### src/verilog/tcc_map.vh
// tcc_map.vh: register map, field positions, reset values and timing
// counts of the touch calibration control register bank.
// assumes 32-bit avalon-mm byte addressing, one word per register.
`ifndef TCC_MAP_VH
`define TCC_MAP_VH

// ----------------------------------------------------------------
// register indices (byte address is four times the index)
// ----------------------------------------------------------------
`define TCC_IDX_PWR         6'h00
`define TCC_IDX_CAL_EN      6'h01
`define TCC_IDX_CTRL_A      6'h02
`define TCC_IDX_CTRL_B      6'h03

// ----------------------------------------------------------------
// reset values
// ----------------------------------------------------------------
`define TCC_RST_PWR         16'h0000
`define TCC_RST_CAL_EN      16'h0000
`define TCC_RST_CTRL_A      16'h0FF0
`define TCC_RST_CTRL_B      16'h0164

// ----------------------------------------------------------------
// field positions
// ----------------------------------------------------------------
`define TCC_MODE_LSB        0
`define TCC_LPDLY_LSB       2
`define TCC_SWRST_BIT       10
`define TCC_STAGES          12
`define TCC_FPSKIP_LSB      12
`define TCC_LPSKIP_LSB      14
`define TCC_FFSKIP_LSB      0
`define TCC_FPHOLD_LSB      4
`define TCC_LPHOLD_LSB      8
`define TCC_TMO_LSB         12
`define TCC_FORCE_BIT       14
`define TCC_RESTART_BIT     15

// ----------------------------------------------------------------
// mode codes
// ----------------------------------------------------------------
`define TCC_MODE_FULL       2'h0
`define TCC_MODE_LOW        2'h2

// ----------------------------------------------------------------
// timing
// ----------------------------------------------------------------
`define TCC_CLK_KHZ         20000
`define TCC_FP_PERIOD_MS    36
`define TCC_LP_STEP_MS      200
`define TCC_FP_PERIOD_CYC   (`TCC_FP_PERIOD_MS * `TCC_CLK_KHZ)
`define TCC_LP_STEP_CYC     (`TCC_LP_STEP_MS * `TCC_CLK_KHZ)
`define TCC_FP_HOLD_MUL     16
`define TCC_LP_HOLD_MUL     4

`endif

### src/verilog/tcc_hold_timer.v
// tcc_hold_timer.v: loadable down counter ticking once per sequence.
// assumes load, tick and clear come from logic on the same clock.
`timescale 1ns/1ps
module tcc_hold_timer #(
  parameter W = 9                      // counter width
) (
  input  wire         ref_clk_i,       // system clock
  input  wire         arst_n_i,        // async reset, low
  input  wire         clr_i,           // sync clear
  input  wire         load_i,          // (re)start the period
  input  wire [W-1:0] load_val_i,      // period in ticks
  input  wire         tick_i,          // one per sequence
  output wire         busy_o,          // period running
  output reg          done_o           // pulse at expiry
);

  reg [W-1:0] cnt_q;                   // ticks left

  // ----------------------------------------------------------------
  // counter: clear beats load, load beats tick
  // ----------------------------------------------------------------
  always @(posedge ref_clk_i or negedge arst_n_i) begin
    if (!arst_n_i) begin
      cnt_q  <= {W{1'b0}};
      done_o <= 1'b0;
    end else begin
      done_o <= 1'b0;
      if (clr_i) begin
        cnt_q <= {W{1'b0}};
      end else if (load_i) begin
        cnt_q <= load_val_i;           // retrigger restarts the period
      end else if (tick_i && cnt_q != {W{1'b0}}) begin
        cnt_q <= cnt_q - {{(W-1){1'b0}}, 1'b1};
        // last tick ends the period
        done_o <= (cnt_q == {{(W-1){1'b0}}, 1'b1});
      end
    end
  end

  assign busy_o = (cnt_q != {W{1'b0}});

endmodule

### src/verilog/tcc_regs.v
// tcc_regs.v: calibration control register bank with its schedulers.
// assumes an avalon-mm master on ref_clk_i and a converter whose
// sample, sequence and proximity strobes are on the same clock.
//
// The Avalon-MM register port was left to the implementer.
`timescale 1ns/1ps
`include "tcc_map.vh"
module tcc_regs #(
  parameter FP_PERIOD_CYC = `TCC_FP_PERIOD_CYC,  // full power interval
  parameter LP_STEP_CYC   = `TCC_LP_STEP_CYC     // low power delay step
) (
  input  wire        ref_clk_i,          // 20 MHz system clock
  input  wire        arst_n_i,           // async reset, low
  input  wire [7:0]  avs_address_i,      // byte address
  input  wire        avs_read_i,         // read request
  input  wire        avs_write_i,        // write request
  input  wire [31:0] avs_writedata_i,    // write data
  input  wire [3:0]  avs_byteenable_i,   // byte lanes
  output reg  [31:0] avs_readdata_o,     // read data
  output reg         avs_waitrequest_o,  // stall
  input  wire        sample_done_i,      // one adc sample ready
  input  wire        seq_done_i,         // one sequence finished
  input  wire        proximity_i,        // object near, level
  output reg         conv_start_o,       // start a sequence
  output reg         seq_restart_o,      // back to stage zero
  output reg  [1:0]  power_mode_o,       // operating mode
  output reg  [11:0] stage_cal_enable_o, // per stage enables
  output reg         forced_cal_o,       // recalibrate all
  output reg  [11:0] baseline_update_o,  // baseline update pulse
  output reg         sample_use_o,       // sample into average
  output reg         ff_admit_o,         // sequence into fast fifo
  output reg         cal_hold_o,         // calibration held off
  output reg         lp_entry_o          // low power timeout hit
);

  // ----------------------------------------------------------------
  // register storage
  // ----------------------------------------------------------------
  reg  [15:0] pwr_q;                     // power control
  reg  [15:0] cal_en_q;                  // stage enables, skips
  reg  [15:0] ctrl_a_q;                  // hold counts, control
  reg  [15:0] ctrl_b_q;                  // recal levels
  reg         srst_q;                    // soft reset, one cycle

  wire [5:0]  idx_w = avs_address_i[7:2];  // word index
  wire        req_w = avs_read_i | avs_write_i;
  // access completes on the edge where waitrequest is low
  wire        wr_w  = avs_write_i & ~avs_waitrequest_o;
  wire [15:0] wdat_w = avs_writedata_i[15:0];

  // ----------------------------------------------------------------
  // field views
  // ----------------------------------------------------------------
  wire [1:0]  mode_w   = pwr_q[`TCC_MODE_LSB +: 2];
  wire [1:0]  lpdly_w  = pwr_q[`TCC_LPDLY_LSB +: 2];
  wire [1:0]  fpskip_w = cal_en_q[`TCC_FPSKIP_LSB +: 2];
  wire [1:0]  lpskip_w = cal_en_q[`TCC_LPSKIP_LSB +: 2];
  wire [3:0]  ffskip_w = ctrl_a_q[`TCC_FFSKIP_LSB +: 4];
  wire [3:0]  fphold_w = ctrl_a_q[`TCC_FPHOLD_LSB +: 4];
  wire [3:0]  lphold_w = ctrl_a_q[`TCC_LPHOLD_LSB +: 4];
  wire [1:0]  tmo_w    = ctrl_a_q[`TCC_TMO_LSB +: 2];
  wire        full_w   = (mode_w == `TCC_MODE_FULL);
  wire        low_w    = (mode_w == `TCC_MODE_LOW);
  // codes 01 and 11 both mean shutdown
  wire        run_w    = full_w | low_w;

  // byte-lane merge of a write into a 16-bit register
  function [15:0] merge;
    input [15:0] old;
    input [15:0] nw;
    input [1:0]  be;
    begin
      merge = {be[1] ? nw[15:8] : old[15:8],
               be[0] ? nw[7:0]  : old[7:0]};
    end
  endfunction

  wire hi_lane_w = avs_byteenable_i[1];
  wire swrst_w   = wr_w && idx_w == `TCC_IDX_PWR && hi_lane_w &&
                   wdat_w[`TCC_SWRST_BIT];
  wire restart_w = wr_w && idx_w == `TCC_IDX_CTRL_A && hi_lane_w &&
                   wdat_w[`TCC_RESTART_BIT];

  // ----------------------------------------------------------------
  // bus handshake: one wait cycle, then answer
  // ----------------------------------------------------------------
  always @(posedge ref_clk_i or negedge arst_n_i) begin
    if (!arst_n_i) begin
      avs_waitrequest_o <= 1'b1;
      avs_readdata_o    <= 32'h0000_0000;
    end else begin
      // drop for one cycle per request, then stall again
      avs_waitrequest_o <= ~(req_w & avs_waitrequest_o);
      if (avs_read_i && avs_waitrequest_o) begin
        if (idx_w == `TCC_IDX_PWR) begin
          // self-clearing reset bit reads as zero
          avs_readdata_o <= {16'h0000,
                             pwr_q & ~(16'h0001 << `TCC_SWRST_BIT)};
        end else if (idx_w == `TCC_IDX_CAL_EN) begin
          avs_readdata_o <= {16'h0000, cal_en_q};
        end else if (idx_w == `TCC_IDX_CTRL_A) begin
          // restart bit never holds a one
          avs_readdata_o <= {16'h0000, ctrl_a_q};
        end else if (idx_w == `TCC_IDX_CTRL_B) begin
          avs_readdata_o <= {16'h0000, ctrl_b_q};
        end else begin
          avs_readdata_o <= 32'h0000_0000;    // unmapped reads zero
        end
      end
    end
  end

  // ----------------------------------------------------------------
  // register writes
  // ----------------------------------------------------------------
  always @(posedge ref_clk_i or negedge arst_n_i) begin
    if (!arst_n_i) begin
      pwr_q    <= `TCC_RST_PWR;
      cal_en_q <= `TCC_RST_CAL_EN;
      ctrl_a_q <= `TCC_RST_CTRL_A;
      ctrl_b_q <= `TCC_RST_CTRL_B;
      srst_q   <= 1'b0;
    end else begin
      srst_q <= swrst_w;
      if (swrst_w) begin
        // whole bank back to defaults, this register too
        pwr_q    <= `TCC_RST_PWR;
        cal_en_q <= `TCC_RST_CAL_EN;
        ctrl_a_q <= `TCC_RST_CTRL_A;
        ctrl_b_q <= `TCC_RST_CTRL_B;
      end else if (wr_w) begin
        if (idx_w == `TCC_IDX_PWR) begin
          pwr_q <= merge(pwr_q, wdat_w, avs_byteenable_i[1:0]);
        end else if (idx_w == `TCC_IDX_CAL_EN) begin
          cal_en_q <= merge(cal_en_q, wdat_w,
                            avs_byteenable_i[1:0]);
        end else if (idx_w == `TCC_IDX_CTRL_A) begin
          // restart is a strobe, so its bit is never stored
          ctrl_a_q <= merge(ctrl_a_q, wdat_w,
                            avs_byteenable_i[1:0]) &
                      ~(16'h0001 << `TCC_RESTART_BIT);
        end else if (idx_w == `TCC_IDX_CTRL_B) begin
          ctrl_b_q <= merge(ctrl_b_q, wdat_w, avs_byteenable_i[1:0]);
        end
        // unmapped writes are acknowledged and dropped
      end
    end
  end

  // ----------------------------------------------------------------
  // sequence scheduler
  // ----------------------------------------------------------------
  reg  [23:0] tick_cnt_q;                // cycles since last start
  wire [31:0] lp_per_w = LP_STEP_CYC * ({30'h0, lpdly_w} + 32'h1);
  wire [31:0] per_w    = full_w ? FP_PERIOD_CYC : lp_per_w;
  wire        per_hit_w = ({8'h00, tick_cnt_q} >= per_w - 32'h1);

  // shutdown parks the counter; no conversions at all
  always @(posedge ref_clk_i or negedge arst_n_i) begin
    if (!arst_n_i) begin
      tick_cnt_q    <= 24'h000000;
      conv_start_o  <= 1'b0;
      seq_restart_o <= 1'b0;
    end else begin
      conv_start_o  <= 1'b0;
      seq_restart_o <= restart_w;
      if (!run_w || srst_q || restart_w) begin
        tick_cnt_q <= 24'h000000;
      end else if (per_hit_w) begin
        tick_cnt_q   <= 24'h000000;
        conv_start_o <= 1'b1;
      end else begin
        tick_cnt_q <= tick_cnt_q + 24'h000001;
      end
    end
  end

  // ----------------------------------------------------------------
  // sample averaging skip
  // ----------------------------------------------------------------
  reg  [4:0] smp_cnt_q;                  // samples skipped so far
  // full power: 3, 7, 15 or 31
  wire [4:0] fp_n_w = (5'h04 << fpskip_w) - 5'h01;
  wire [4:0] lp_n_w = {3'h0, lpskip_w};
  wire [4:0] skip_w = full_w ? fp_n_w : lp_n_w;

  always @(posedge ref_clk_i or negedge arst_n_i) begin
    if (!arst_n_i) begin
      smp_cnt_q    <= 5'h00;
      sample_use_o <= 1'b0;
    end else begin
      sample_use_o <= 1'b0;
      if (srst_q || restart_w) begin
        smp_cnt_q <= 5'h00;
      end else if (sample_done_i && run_w) begin
        if (smp_cnt_q >= skip_w) begin
          smp_cnt_q    <= 5'h00;
          sample_use_o <= 1'b1;
        end else begin
          smp_cnt_q <= smp_cnt_q + 5'h01;
        end
      end
    end
  end

  // ----------------------------------------------------------------
  // fast filter sequence skip
  // ----------------------------------------------------------------
  reg [3:0] ff_cnt_q;                    // sequences discarded

  // codes above the documented maximum are not guarded
  always @(posedge ref_clk_i or negedge arst_n_i) begin
    if (!arst_n_i) begin
      ff_cnt_q   <= 4'h0;
      ff_admit_o <= 1'b0;
    end else begin
      ff_admit_o <= 1'b0;
      if (srst_q || restart_w) begin
        ff_cnt_q <= 4'h0;
      end else if (seq_done_i && run_w) begin
        if (ff_cnt_q >= ffskip_w) begin
          ff_cnt_q   <= 4'h0;
          ff_admit_o <= 1'b1;
        end else begin
          ff_cnt_q <= ff_cnt_q + 4'h1;
        end
      end
    end
  end

  // ----------------------------------------------------------------
  // calibration hold and low power timeout
  // ----------------------------------------------------------------
  // hold periods counted in sequences
  // products formed at 32 bits, then cut to the 9-bit period on purpose
  wire [31:0] fp_prod_w = {28'h0000000, fphold_w} * `TCC_FP_HOLD_MUL;
  wire [31:0] lp_prod_w = {28'h0000000, lphold_w} * `TCC_LP_HOLD_MUL;
  wire [8:0] fp_hold_w = fp_prod_w[8:0];
  wire [8:0] lp_hold_w = lp_prod_w[8:0];
  wire [8:0] hold_w    = full_w ? fp_hold_w : lp_hold_w;
  // 1.25..2.00 times the full power hold: count * 4 * (5 + code)
  wire [8:0] tmo_val_w = {5'h00, fphold_w} *
                         ({7'h00, tmo_w} + 9'h005) * 9'h004;
  // a near object retriggers the hold each sequence, and the timeout in full power
  wire       prox_seq_w = proximity_i & seq_done_i & run_w;
  wire       hold_busy_w;
  wire       tmo_done_w;

  tcc_hold_timer #(.W(9)) u_hold (
    .ref_clk_i  (ref_clk_i),
    .arst_n_i   (arst_n_i),
    .clr_i      (srst_q),
    .load_i     (prox_seq_w),
    .load_val_i (hold_w),
    .tick_i     (seq_done_i & run_w),
    .busy_o     (hold_busy_w),
    .done_o     ()
  );

  // timeout only runs in full power
  tcc_hold_timer #(.W(9)) u_tmo (
    .ref_clk_i  (ref_clk_i),
    .arst_n_i   (arst_n_i),
    .clr_i      (srst_q | ~full_w),
    .load_i     (prox_seq_w),
    .load_val_i (tmo_val_w),
    .tick_i     (seq_done_i),
    .busy_o     (),
    .done_o     (tmo_done_w)
  );

  // ----------------------------------------------------------------
  // baseline update and status outputs
  // ----------------------------------------------------------------
  wire hold_now_w = proximity_i | hold_busy_w;
  wire [11:0] en_w = cal_en_q[`TCC_STAGES-1:0];

  // disabled stages still convert; their update is gated except under forced calibration
  always @(posedge ref_clk_i or negedge arst_n_i) begin
    if (!arst_n_i) begin
      baseline_update_o <= 12'h000;
      cal_hold_o        <= 1'b0;
      lp_entry_o        <= 1'b0;
      stage_cal_enable_o <= 12'h000;
      forced_cal_o      <= 1'b0;
      power_mode_o      <= 2'h0;
    end else begin
      cal_hold_o     <= hold_now_w;
      lp_entry_o     <= tmo_done_w;
      stage_cal_enable_o <= en_w;
      forced_cal_o   <= ctrl_a_q[`TCC_FORCE_BIT];
      power_mode_o   <= mode_w;
      if (!(seq_done_i && run_w)) begin
        baseline_update_o <= 12'h000;
      end else if (ctrl_a_q[`TCC_FORCE_BIT]) begin
        baseline_update_o <= 12'hFFF;
      end else if (hold_now_w) begin
        baseline_update_o <= 12'h000;
      end else begin
        baseline_update_o <= en_w;
      end
    end
  end

endmodule

### config.mk
export PLATFORM = sky130hd
export DESIGN_NAME = tcc_regs
export DESIGN_NICKNAME = d
export VERILOG_FILES = /design/src/verilog/tcc_hold_timer.v /design/src/verilog/tcc_regs.v
export VERILOG_INCLUDE_DIRS = /design/src /design/src/verilog
export SDC_FILE = /design/constraint.sdc
export NUM_CORES = 1
export LEC_CHECK = 0
export BUFFER_PORTS_ARGS = -buffer_cell sky130_fd_sc_hd__buf_2
export CAP_MARGIN = 20
export CORE_MARGIN = 1.5
export CORE_UTILIZATION = 58
export CTS_BUF_LIST = sky130_fd_sc_hd__clkbuf_16
export CTS_CLUSTER_DIAMETER = 200
export DETAILED_ROUTE_END_ITERATION = 8
export HOLD_SLACK_MARGIN = 0.1
export PLACE_DENSITY = 0.8
export SYNTH_ARGS = -nofsm -noshare
export SYNTH_HDL_FRONTEND = slang
export SYNTH_HIERARCHICAL = 1
export SYNTH_SLANG_ARGS = --single-unit
### constraint.sdc
create_clock -name ref_clk_i -period 4.7 [get_ports ref_clk_i]
set_input_delay 0 -clock ref_clk_i [delete_from_list [all_inputs] [get_ports ref_clk_i]]
set_output_delay 0 -clock ref_clk_i [all_outputs]
set_load 0.01 [all_outputs]
==> results.md <==
- Num CTS Buffers: 17
- Syn Std Cell Area: 8770 µm²
- Post-CTS setup buffer count: 0
- Nets@finish: 1,102
- Total negative slack for setup checks: 0 ps
- M1 wire length: 8.94 mm
- WL per Instance: 17.4 µm
- DP Wirelength: 14.0 mm
- NetSw: 1.20 mW
- Final Setup Violations: 0
- Pre-CTS WS: 492 ps
- Layout cells sized above 1: 18.1%
- Startpoint types: flip-flop
- Int Pwr: 2.61 mW
- Combinational Power Share: 19.5%
- Maximum net fanout on the critical path: 18
- Syn-to-layout area delta: 14.9%
- Insertion delay to the later sink of the worst-skew pair: 430 ps
- Worst clock skew: 10.6 ps
- Leak: 4.81 nW
- CP Data Required Time: 5010 ps
- Vias in the first global route: 6,874
- Fin crit period: 4290 ps
- Status: complete, but fails checks
- Initial core utilization: 59.9%
- Die Wd: 126 µm
- Routed Wire Length: 20.7 mm
- Pwr dens: 377 nW/µm²
- Rows: 44
- DRC viols: 2
- DRT antenna net count: 0
- Max Slew Vio Count: 0
- FF-to-FF Start: pwr_q[2]
- Worst reg2reg setup slack: 410 ps
- GRT Resource Usage Total: 27.3%
- CTS tree: built
- Unrepaired setup endpoints after global routing: false
- Synth Area per Inst: 9.83 µm²
- Detailed Route Iter0 Violations: 538
- CP startpoint: pwr_q[2]
- Seq pwr share: 46.3%
- First-pass GRT wire length: 34.3 mm
- Power Total: 3.80 mW
- Crit. End Element: flip-flop
- Clock share of power: 34.2%
- Reg clk slew, reported paths: 70 ps
- Aggregate global routing overflow: 0
- Area after detailed placement: 9260 µm²
- I/O pins: 117
- Most common cell after layout, fill and taps aside: dfrtp_1
- Worst R2R End: tick_cnt_q[4]
- Number of diodes: 0
- Clk sinks: 165
- Relative slew slack: 42.1%
- Failing checks: design-rule violations
- Maximum clock rate: 233 MHz
- PnR worst setup slack: 411 ps
- MaxCap Viol Count: 0
- Commonest non-fill, non-tap cells in the layout: dfrtp_1 (152), nor2_1 (99), nand2_1 (98)
- CTS max path bufs: 2
- DR WL met2: 10.1 mm
- Worst-Margin Slew: 869 ps
- RD Place Congestion: 0.857
- Gate Count Post-Synth: 893
- Crit path kind: flip-flop to flip-flop
- WP data arrival: 4600 ps
- CTS H-tree depth: 4
- Initial antenna violation count: 0
- Die area: 15,900 µm²
- Port Buffers: 80
- Uppermost routed layer: met4
- Largest net degree at the start of global routing: 67
- R2R cell count: 15
- Final instance area: 10,100 µm²
- Sw Share: 31.5%
- Vias per cell: 5.91
- Via count: 7,037
- Core area: 14,600 µm²
- Die height: 126 µm
- Hold Violations, Final: 0
- Root Buffer: clkbuf_16
- Drt first pass iters: 9
- Crit share post-route: 91.2%
- Routed length on met3: 1.36 mm
- Hold Crit Class: input pin to asynchronous set/reset pin
- Ys Warns: 6
- Worst vdd ir: 0.300 mV
- Worst Setup EP: tick_cnt_q[4]
worst min path at each step:
stage              from           endpoint  slack [ps]
6_report       arst_n_i         ff_admit_o         120
5_1_grt        arst_n_i         ff_admit_o         180
4_1_cts        arst_n_i         ff_admit_o         140
3_5_place_dp   arst_n_i         ff_admit_o          30
3_3_place_gp   arst_n_i    u_hold/cnt_q[1]          20
2_1_floorplan  arst_n_i  avs_readdata_o[0]        -300
metal layers:
| metal | GRT usage (%) | up-vias |
|---|---|---|
| met2 | 45.3 | 256 |
| met3 | 4.89 | 31 |
| met1 | 36.9 | 3450 |
| li1 | - | 3300 |
| met5 | 0 | - |
| met4 | 8.52 | 0 |
through the flow:
step / hold WS (ps) / utilization [%] / cells
CTS: 142 / 68.6 / 1187
floorplan: -296 / - / 913
finish: 116 / 68.8 / 1190
detailed placement: 28.8 / 63.2 / 1131
global placement: 23.5 / 63.2 / 1131
global route: 181 / 68.8 / 1190
final cells by class:
class                           count  area, µm²
Clock buffer                       17        425
Clock inverter                     15        123
Fill cell                        1099       4570
Inverter                           32        120
Multi-Input combinational cell    663       4310
Sequential cell                   165       4150
Tap cell                          184        230
Timing Repair Buffer              114        729
critical path: stages (launching register included):
cell and delay [ps]:
dfrtp_1 530, inv_1 170, ha_1 410, xnor2_1 280
ha_1 320, nand4b_1 220, nor3_1 290, xnor2_1 160
nand2_1 80, ha_1 320, and4_1 250, o311ai_0 160
o211a_1 180, o21ai_1 420, buf_4 320, nor2_1 80
timing repair:
| action | CTS | global route |
|---|---|---|
| endpoints found under the hold margin | 138 | 0 |
| hold buffers | 24 | 0 |
| resized for setup | 0 | 0 |
power by group through the flow:
| stage | clock network (mW) | logic, mW | registers (mW) |
|---|---|---|---|
| final | 1.30 | 0.743 | 1.76 |
| after global routing | 1.37 | 0.843 | 1.78 |
| after detailed placement | 0 | 0.717 | 1.78 |
| after global placement | 0 | 0.690 | 1.77 |
| after CTS | 1.31 | 0.741 | 1.76 |
| after floorplan | 0 | 0.518 | 1.75 |
registers in the layout (all words and copies together), names as in the netlist, 12 cells and up:
signal              flops
pwr_q                  15
avs_readdata_o         16
cal_en_q               16
ctrl_b_q               16
stage_cal_enable_o     12
tick_cnt_q             24
baseline_update_o      12
ctrl_a_q               15
Note: power is estimated with default switching activity, not from simulation.
